`src/pes_pkg.sv`:
```
// Purpose: Shared constants for the port 2 EEE status register bank.
// Assumes: Avalon-MM byte addressing with 32-bit data, one word per register.
// Notes: Byte address of a register is four times its index.
package pes_pkg;
    localparam int ADDR_W = 10;
    localparam int DATA_W = 32;
    localparam int BE_W = 4;
    localparam logic [7:0] IDX_ADV = 8'hec;
    localparam logic [7:0] IDX_WEC = 8'hee;
    localparam logic [7:0] IDX_STAT = 8'hf0;
    localparam int CLK_PERIOD_NS = 20;
    localparam real WAKE_LIMIT_US = 20.5;
    localparam int WAKE_LIMIT_CYC = int'(WAKE_LIMIT_US * 1000.0 / CLK_PERIOD_NS);
    localparam int ADV_100TX_BIT = 1;
    localparam logic ADV_100TX_RST = 1'b1;
    localparam int LP_EEE_W = 6;
    localparam int LOC_RO_W = 5;
    localparam logic [LOC_RO_W-1:0] LOC_RO_VAL = 5'h00;
    localparam logic [15:0] WEC_RST = 16'h0000;
    localparam logic [15:0] WEC_MAX = 16'hffff;
    localparam logic [15:0] WEC_ONE = 16'h0001;
    localparam int STAT_TX_LAT_BIT = 13;
    localparam int STAT_RX_LAT_BIT = 11;
    localparam logic STAT_RSV15_RST = 1'b1;
    localparam logic [1:0] STAT_RSV98_RST = 2'h0;
    localparam logic NP_LOC_ABLE_VAL = 1'b1;
    localparam logic NP_LOC_VAL = 1'b1;
    localparam int SYNC_W = 13;
endpackage

```
`src/pes_sync.sv`:
```
// Purpose: Two-stage synchroniser for a bus of independent level inputs.
// Assumes: Each bit is a slow level; bits are not coherent with each other.
// Notes: The first stage feeds only the second stage.
`timescale 1ns/1ps
module pes_sync #(
    parameter int W = 1
) (
    input wire logic sys_clk,
    input wire logic nrst,
    input wire logic [W-1:0] d,
    output logic [W-1:0] q
);
    logic [W-1:0] meta_ff;
    logic [W-1:0] q_ff;

    always_ff @(posedge sys_clk or negedge nrst) begin
        if (!nrst) begin
            meta_ff <= '0;
            q_ff <= '0;
        end else begin
            meta_ff <= d;
            q_ff <= meta_ff;
        end
    end

    assign q = q_ff;
endmodule

```
`src/pes_sticky.sv`:
```
// Purpose: Latching-high status flag with set priority over clear.
// Assumes: Set and clear come from logic on sys_clk.
// Notes: A set in the clearing cycle keeps the flag high so no event is lost.
`timescale 1ns/1ps
module pes_sticky (
    input wire logic sys_clk,
    input wire logic nrst,
    input wire logic set,
    input wire logic clr,
    output logic q
);
    logic flag_ff;
    logic nxt_flag;

    assign nxt_flag = set | (flag_ff & ~clr);

    always_ff @(posedge sys_clk or negedge nrst) begin
        if (!nrst) begin
            flag_ff <= 1'b0;
        end else begin
            flag_ff <= nxt_flag;
        end
    end

    assign q = flag_ff;
endmodule

```
`src/pes_regs.sv`:
```
// Purpose: Port 2 EEE advertisement, wake error count and status register bank.
// Assumes: Line-side status arrives asynchronously and is synchronised here.
// Notes: Reads take two cycles; writes complete in the cycle they are presented.
//
// The Avalon-MM interface to the registers was decided locally.
`timescale 1ns/1ps
module pes_regs
    import pes_pkg::*;
(
    input wire logic sys_clk,
    input wire logic nrst,
    input wire logic [pes_pkg::ADDR_W-1:0] avs_address,
    input wire logic avs_read,
    input wire logic avs_write,
    input wire logic [pes_pkg::BE_W-1:0] avs_byteenable,
    input wire logic [pes_pkg::DATA_W-1:0] avs_writedata,
    output logic [pes_pkg::DATA_W-1:0] avs_readdata,
    output logic avs_waitrequest,
    input wire logic wake_timer_done,
    input wire logic tx_lpi_active,
    input wire logic rx_lpi_active,
    input wire logic hw_eee_enabled,
    input wire logic [pes_pkg::LP_EEE_W-1:0] partner_eee_ability,
    input wire logic parallel_fault,
    input wire logic partner_np_able,
    input wire logic fiber_mode,
    output logic eee_adv_100tx
);
    import pes_pkg::*;

    logic [SYNC_W-1:0] sync_in;
    logic [SYNC_W-1:0] sync_out;
    logic wake_s;
    logic tx_lpi_s;
    logic rx_lpi_s;
    logic hw_en_s;
    logic [LP_EEE_W-1:0] lp_eee_s;
    logic pd_fault_s;
    logic lp_np_s;
    logic fiber_s;

    assign sync_in = {fiber_mode, partner_np_able, parallel_fault, partner_eee_ability,
                      hw_eee_enabled, rx_lpi_active, tx_lpi_active, wake_timer_done};

    pes_sync #(.W(SYNC_W)) u_sync (
        .sys_clk(sys_clk),
        .nrst(nrst),
        .d(sync_in),
        .q(sync_out)
    );

    assign wake_s = sync_out[0];
    assign tx_lpi_s = sync_out[1];
    assign rx_lpi_s = sync_out[2];
    assign hw_en_s = sync_out[3];
    assign lp_eee_s = sync_out[9:4];
    assign pd_fault_s = sync_out[10];
    assign lp_np_s = sync_out[11];
    assign fiber_s = sync_out[12];

    // Bus decode. The read value is captured one cycle before it is handed over.
    logic rd_pend_ff;
    logic nxt_rd_pend;
    logic rd_capture;
    logic [7:0] reg_idx;
    logic sel_adv;
    logic sel_wec;
    logic sel_stat;
    logic wr_adv;
    logic wr_stat_hi;

    assign reg_idx = avs_address[ADDR_W-1:2];
    assign sel_adv = (reg_idx == IDX_ADV);
    assign sel_wec = (reg_idx == IDX_WEC);
    assign sel_stat = (reg_idx == IDX_STAT);
    assign rd_capture = avs_read & ~rd_pend_ff;
    assign nxt_rd_pend = rd_capture;
    assign avs_waitrequest = avs_read & ~rd_pend_ff;
    assign wr_adv = avs_write & sel_adv & avs_byteenable[0];
    assign wr_stat_hi = avs_write & sel_stat & avs_byteenable[1];

    // Fiber mode suppresses the LPI, hardware-enable and wake indications and the advertisement pin; adv_ff and partner ability still read back.
    logic eee_ok;
    logic tx_live;
    logic rx_live;
    logic hw_en_eff;

    assign eee_ok = ~fiber_s;
    assign tx_live = tx_lpi_s & eee_ok;
    assign rx_live = rx_lpi_s & eee_ok;
    assign hw_en_eff = hw_en_s & eee_ok;

    // Advertisement register.
    logic adv_ff;
    logic nxt_adv;

    // Clearing this bit alone does not stop EEE negotiation; the next-page enable does.
    assign nxt_adv = wr_adv ? avs_writedata[ADV_100TX_BIT] : adv_ff;
    assign eee_adv_100tx = adv_ff & eee_ok;

    // Wake error counter.
    logic [15:0] wec_ff;
    logic [15:0] nxt_wec;
    logic wake_d_ff;
    logic wake_rise;
    logic wec_clr;
    logic wec_sat;

    assign wake_rise = wake_s & ~wake_d_ff & eee_ok;
    assign wec_clr = rd_capture & sel_wec;
    assign wec_sat = (wec_ff == WEC_MAX);
    assign nxt_wec = wec_clr ? (wake_rise ? WEC_ONE : WEC_RST) :
                     (wake_rise & ~wec_sat) ? wec_ff + WEC_ONE : wec_ff;

    // Latched flags.
    logic tx_lat;
    logic rx_lat;
    logic pd_lat;
    logic tx_clr;
    logic rx_clr;
    logic pd_clr;

    assign tx_clr = wr_stat_hi & avs_writedata[STAT_TX_LAT_BIT];
    assign rx_clr = wr_stat_hi & avs_writedata[STAT_RX_LAT_BIT];
    assign pd_clr = rd_capture & sel_stat;

    pes_sticky u_tx_lat (
        .sys_clk(sys_clk),
        .nrst(nrst),
        .set(tx_live),
        .clr(tx_clr),
        .q(tx_lat)
    );

    pes_sticky u_rx_lat (
        .sys_clk(sys_clk),
        .nrst(nrst),
        .set(rx_live),
        .clr(rx_clr),
        .q(rx_lat)
    );

    pes_sticky u_pd_lat (
        .sys_clk(sys_clk),
        .nrst(nrst),
        .set(pd_fault_s),
        .clr(pd_clr),
        .q(pd_lat)
    );

    // Reserved status bits are kept as plain storage so software reads back its write.
    logic rsv15_ff;
    logic nxt_rsv15;
    logic [1:0] rsv98_ff;
    logic [1:0] nxt_rsv98;

    assign nxt_rsv15 = wr_stat_hi ? avs_writedata[15] : rsv15_ff;
    assign nxt_rsv98 = wr_stat_hi ? avs_writedata[9:8] : rsv98_ff;

    // Read words.
    logic [15:0] adv_word;
    logic [15:0] stat_word;
    logic [DATA_W-1:0] rd_word;
    logic [DATA_W-1:0] rdata_ff;
    logic [DATA_W-1:0] nxt_rdata;

    assign adv_word = {1'b0, lp_eee_s, 2'b00, LOC_RO_VAL, adv_ff, 1'b0};
    assign stat_word = {rsv15_ff, hw_en_eff, tx_lat, tx_live, rx_lat, rx_live,
                        rsv98_ff, 1'b0, NP_LOC_ABLE_VAL, NP_LOC_VAL,
                        pd_lat, lp_np_s, 3'b000};
    assign rd_word = sel_adv ? {16'h0000, adv_word} :
                     sel_wec ? {16'h0000, wec_ff} :
                     sel_stat ? {16'h0000, stat_word} : '0;
    assign nxt_rdata = rd_capture ? rd_word : rdata_ff;
    assign avs_readdata = rdata_ff;

    always_ff @(posedge sys_clk or negedge nrst) begin
        if (!nrst) begin
            rd_pend_ff <= 1'b0;
            rdata_ff <= '0;
        end else begin
            rd_pend_ff <= nxt_rd_pend;
            rdata_ff <= nxt_rdata;
        end
    end

    always_ff @(posedge sys_clk or negedge nrst) begin
        if (!nrst) begin
            adv_ff <= ADV_100TX_RST;
            wec_ff <= WEC_RST;
            wake_d_ff <= 1'b0;
        end else begin
            adv_ff <= nxt_adv;
            wec_ff <= nxt_wec;
            wake_d_ff <= wake_s;
        end
    end

    always_ff @(posedge sys_clk or negedge nrst) begin
        if (!nrst) begin
            rsv15_ff <= STAT_RSV15_RST;
            rsv98_ff <= STAT_RSV98_RST;
        end else begin
            rsv15_ff <= nxt_rsv15;
            rsv98_ff <= nxt_rsv98;
        end
    end
endmodule

```
`config.mk`:
```
export PLATFORM = sky130hd
export DESIGN_NAME = pes_regs
export DESIGN_NICKNAME = d
export VERILOG_FILES = /design/src/pes_pkg.sv /design/src/pes_sync.sv /design/src/pes_sticky.sv /design/src/pes_regs.sv
export SDC_FILE = /design/constraint.sdc
export NUM_CORES = 1
export LEC_CHECK = 0
export BUFFER_PORTS_ARGS = -buffer_cell sky130_fd_sc_hd__buf_4
export CAP_MARGIN = 0
export CORE_AREA = 3 3 84 86
export CTS_CLUSTER_SIZE = 14
export DETAILED_ROUTE_END_ITERATION = 8
export DIE_AREA = 0 0 87 89
export PLACE_DENSITY = 0.77
export SYNTH_ARGS = -nofsm -noshare
export SYNTH_HDL_FRONTEND = slang
export SYNTH_SLANG_ARGS = --single-unit
```
`constraint.sdc`:
```
create_clock -name sys_clk -period 2.8 [get_ports sys_clk]
set_input_delay 0.42 -clock sys_clk [delete_from_list [all_inputs] [get_ports sys_clk]]
set_output_delay 0.42 -clock sys_clk [all_outputs]
set_load 0.03 [all_outputs]
```
* Yosys cells after proc, flatten, opt, wreduce, memory -nomap -nowiden
Index checks and enable logic that the tools add are counted.
W data, S select, Z words.
** Storage, ports and cells
- Memory bits (read-only) :: 0
- Memories :: 0
- RAM bits :: 0
- Latch bits :: 0
- Register bits after elaboration :: 83
** Operators by class
- $mul :: 0
- Muxes and demuxes :: 6
- Eq/ne operators :: 4
- Shift-type cells :: 0
- Divide/modulo/power cells :: 0
- Reductions and logical operators :: 1
- Order comparisons :: 0
- Bitwise logic cells :: 29
- Add/subtract/negate cells :: 1
** Operator list (number)
- $mux W16 :: 5
- $eq A8 B8 Y1 const B :: 3
- $and A1 B1 Y1 :: 19
- $add A16 B1 Y16 const B :: 1
- $eq A16 B16 Y1 const B :: 1
- $not A1 Y1 :: 7
- $or A1 B1 Y1 :: 3
- $reduce_bool A2 Y1 :: 1
- $mux W1 :: 1

* Longest topological paths before layout
- Depth after elaboration :: 7
- Mapped depth :: 7

* Hierarchy
A second synthesis with hierarchy kept.
** Second synthesis, totals
- Cells, all modules :: 252
- Area, all modules :: 2855.2 sq um
** By module, submodules not included
- pes_regs :: times used 1, cells each 217, area each 2095.8 sq um
- pes_sync :: times used 1, cells each 26, area each 650.6 sq um
- pes_sticky :: times used 3, cells each 3, area each 36.3 sq um

* Least setup slack after synthesis
OpenSTA, ideal clock, no wires.
- Path kind :: input to register
- Start :: input avs_read
- End :: register wec_ff[12]
- Buffers on the path :: 2
- Path slack :: 0.686 ns
- Cell stages on the path :: 7
- Arrival time :: 2.048 ns
- Path through :: nand2b_1 > clkbuf_1 > clkinv_1 > and4_1 > clkbuf_1 > or4_1 > nand2_1
** On the way
- Longest elaborated chain between the ends :: 3
- Elaborated cells between the ends (all ways) :: 4
- Classes of those cells :: mux (1); bitwise (2); reduce/logical (1)
** Ends and longest elaborated chain
- from (decl) :: line pes_regs.sv:13 : input wire logic avs_read,
- $and A1 B1 Y1 (*)
- net avs_waitrequest :: line pes_regs.sv:18 : output logic avs_waitrequest,
- $and A1 B1 Y1 (*) :: line pes_regs.sv:110 : assign wec_clr = rd_capture & sel_wec;
- $mux W16 / $reduce_bool A2 Y1 (equally long branches)
- to (signal assigned) :: line pes_regs.sv:194 : wec_ff <= nxt_wec;
- to (decl) :: line pes_regs.sv:102 : logic [15:0] wec_ff;
Mark *: on every way through the listed nets, which the timed path passes. The rest lies on a longest branch.
A chain may end at the register's enable or synchronous reset.

* Worst setup path after layout
- Start :: register u_sync.q_ff[12], in the netlist u_sync.q[12]
- End :: register wec_ff[11]
** On the way
- Longest elaborated chain between the ends :: 4
** Ends and longest elaborated chain
- from (decl) :: line pes_sync.sv:14 : logic [W-1:0] q_ff;
- from (signal assigned) :: line pes_sync.sv:22 : q_ff <= meta_ff;
- $not A1 Y1 :: line pes_regs.sv:88 : assign eee_ok = ~fiber_s;
- $and A1 B1 Y1 :: line pes_regs.sv:109 : assign wake_rise = wake_s & ~wake_d_ff & eee_ok;
- $and A1 B1 Y1 :: line pes_regs.sv:113 : (wake_rise & ~wec_sat) ? wec_ff + WEC_ONE : wec_ff;
- $reduce_bool A2 Y1 (no line)
Every way passes these cells.

==> results.md <==
- H-Tree Depth: 3
- Worst-case clock skew: 0.00611 ns
- Register area share after synthesis: 58.5%
- WP data arrival: roughly 2.5 ns
- Critical R2R Capture: wec_ff[11]
- Register area: 1680 µm²
- Drt total wl: 5930 µm
- Crit-path cells: or3b_4 > or4_4 > or4_1 > a21oi_1
- Largest net degree at the start of global routing: 68
- Clock slew at reported path FFs: 0.07 ns
- Met2 Use GR: a little over a quarter
- Final hold violations: 0
- Initial core utilization: between 40% and 50%
- Cell family with most CP delay: simple AND/OR/NAND/NOR gates
- Initial antenna violation count: 0
- Worst setup SP type: register
- Post-route ant nets: 0
- Slowest stage delay, CP: 0.53 ns
- Clk sink count: between 60 and 70
- Via Count: 2170
- Inserted Diodes: 0
- Via-per-instance ratio: ~5.4
- Gr ovfl total: 0
- Maximum vdd drop: just under 0.5 mV
- Global routing usage on met1: a little over a fifth
- Design area: roughly 3500 µm²
- PwrDens: slightly above 700 nW/µm²
- Sw frac: 29.8%
- Hpwl dp: 4290 µm
- Synthesized cell area: 2870 µm²
- Final min period: 2.22 ns
- Fill count: 544
- Hold Buf Count CTS: 0
- Layout net count: 383
- Global placer's final weighted congestion: 0.876
- Asr flop ratio synth: 100%
- Crit end category: register
- Fin Hold WS: approximately 0.17 ns
- Height of the chip: 89 µm
- Core area: about 6300 µm²
- Area of the multi-input gates: 1060 µm²
- Fin util: 55.0%
- Fin crit share: roughly four fifths
- CTS resizes: 0
- Clk network pwr share: 35.6%
- Max-Cap Viols: 0
- Worst-skew pair later-pin latency: 0.34 ns
- Post-synth EDFFs: 0
- Launching point of the worst reg2reg path: u_sync.q[12]
- Achievable clock frequency: 450 MHz
- DR WL/cell: 14.8 µm
- Mapped Avg Cell Area: 10.8 µm²
- Switching power: 0.736 mW
- CP required: 3.06 ns
- Min-Delay Path Class: in2async
- Int Pwr: 1.74 mW
- Leakage: 1.54 nW
- # IOs: between 90 and 100
- DRC: 0
- DIE AREA: between 7000 and 8000 µm²
- Area Growth Syn to Fin: 21.6%
- First-pass GRT wire length: about 10000 µm
- Final Max Slew Viols: 0
- TritonCTS clock tree: done
- Total Routing Usage GR: 17.0%
- Vias in the first global route: 2162
- R2R depth: 4
- Yosys reg bits: 67
- Final Setup Violations: 0
- Cells after synthesis: 267
- CTS buffer count: 9
- YS warnings: 0
- Slew margin rel.: 46.9%
- Root Buffer: clkbuf_8
- Max clock buf depth: 2
- RSZ-0062 raised after global routing: no
- Logic gate share of total power: 15.8%
- Setup CP Type: reg2reg
- DR iter-0 viols: 144
- Row cnt: 29
- DP Area: 3270 µm²
- GR Util met3: 5.44%
- Register share of total power: between 40% and 50%
- GR peak layer: met2
- Drt first pass iters: 4
- R2r setup slk: 0.58 ns
- CP max FO: 14
- Bufs and invs on worst path: 0
- Port bufs: 50
- Worst-margin pin slew: between 0.7 and 0.8 ns
- Crit-path slowest cell: or4_4
- Status: finished, final reports clean
- Fraction of layout cells with a size suffix above 1: between 20% and 30%
- Post-CTS setup buffers: 0
- Setup tns final: 0 ns
- Unique masters post-synth: 46
- Die X: 87 µm
- Primary FF master, synth: dfrtp_1
- Total power: 2.47 mW
==> cells in the mapped netlist, types with 5 or more instances <==
cell	count	share of area (%)
nand3_1	6	1.0
mux2_2	5	2.0
nor4_1	5	1.1
nor2_1	16	2.1
a21oi_1	21	3.7
nand4_1	5	1.1
clkbuf_1	10	1.3
and4_1	6	1.8
dfrtp_1	65	57
o21ai_0	14	2.4
inv_1	5	0.65
nand2_1	28	3.7
or3_1	7	1.5
or4_1	5	1.3
o31ai_1	6	1.6
buf_4	16	4.2
==> kinds of logic after synthesis <==
family	after synthesis	share of synthesized area (%)
simple gates	98	18.8
flops	67	58.5
compound gates	59	12.9
buf+inv	34	6.62
mux	7	2.66
fa+ha+maj	1	0.436
other cells	1	0.131
==> registers in the layout, summed over array words and instances (netlist names) <==
signal	flops
avs_readdata	16
wec_ff	16
u_sync.meta_ff	13
u_sync.q	13
rsv98_ff	2
adv_ff	1
rd_pend_ff	1
rsv15_ff	1
u_pd_lat.q	1
u_rx_lat.q	1
u_tx_lat.q	1
wake_d_ff	1
==> metal layers <==
metal,wire length (µm),part of all wire [%]
met1,2490,42
met2,2890,49
met3,470,7.9
met4,82,1.4
met5,0,0
==> per-stage QoR <==
stage,worst slack [ns],instances
floorplan,0.686,282
global placement,0.655,385
detailed placement,0.612,385
CTS,0.576,401
global route,0.507,401
finish,0.578,401
==> power by group through the flow <==
stage	sequential (mW)	combinational (mW)	clock (mW)
detailed placement	1.22	0.393	0
CTS	1.20	0.394	0.902
floorplan	1.19	0.272	0
global placement	1.21	0.377	0
finish	1.20	0.392	0.882
global route	1.22	0.454	0.949
==> how the worst max path moves through the flow <==
stage / start / to / slack (ns) / cells after the start
finish: u_sync.q[12] / wec_ff[11] / 0.58 / 4
global route: u_sync.q[12] / wec_ff[11] / 0.51 / 4
CTS: u_sync.q[12] / wec_ff[11] / 0.58 / 4
detailed placement: u_sync.q[12] / wec_ff[11] / 0.61 / 4
global placement: u_sync.q[12] / wec_ff[11] / 0.65 / 4
floorplan: avs_read / wec_ff[12] / 0.69 / 7
==> cell type report <==
class	count	share of cell area, %
Tap cell	77	2.76
Sequential cell	67	48.1
Multi-Input combinational cell	181	30.5
Clock buffer	9	3.55
Clock inverter	7	2.87
Inverter	6	0.645
Timing Repair Buffer	54	11.6
==> layout by cell type (no fill, tap or decap), types with 3 or more instances in the layout <==
cell type  netlist  routed
a21oi_1         21      21
nor3_1           4       4
or4_1            5       5
clkinv_4         0       3
nor4_1           5       4
a221oi_1         4       4
nand2_1         28      28
o31ai_1          6       6
or3_1            7       7
nor2_1          16      16
buf_4           16      54
inv_1            5       5
nand4_1          5       5
conb_1           1      16
nand3_1          6       6
mux2_2           5       5
clkbuf_8         0       9
dfrtp_1         65      65
and4_1           6       6
o21ai_0         14      14
and3_1           3       3
No activity file was read; power rests on OpenSTA's default activity.
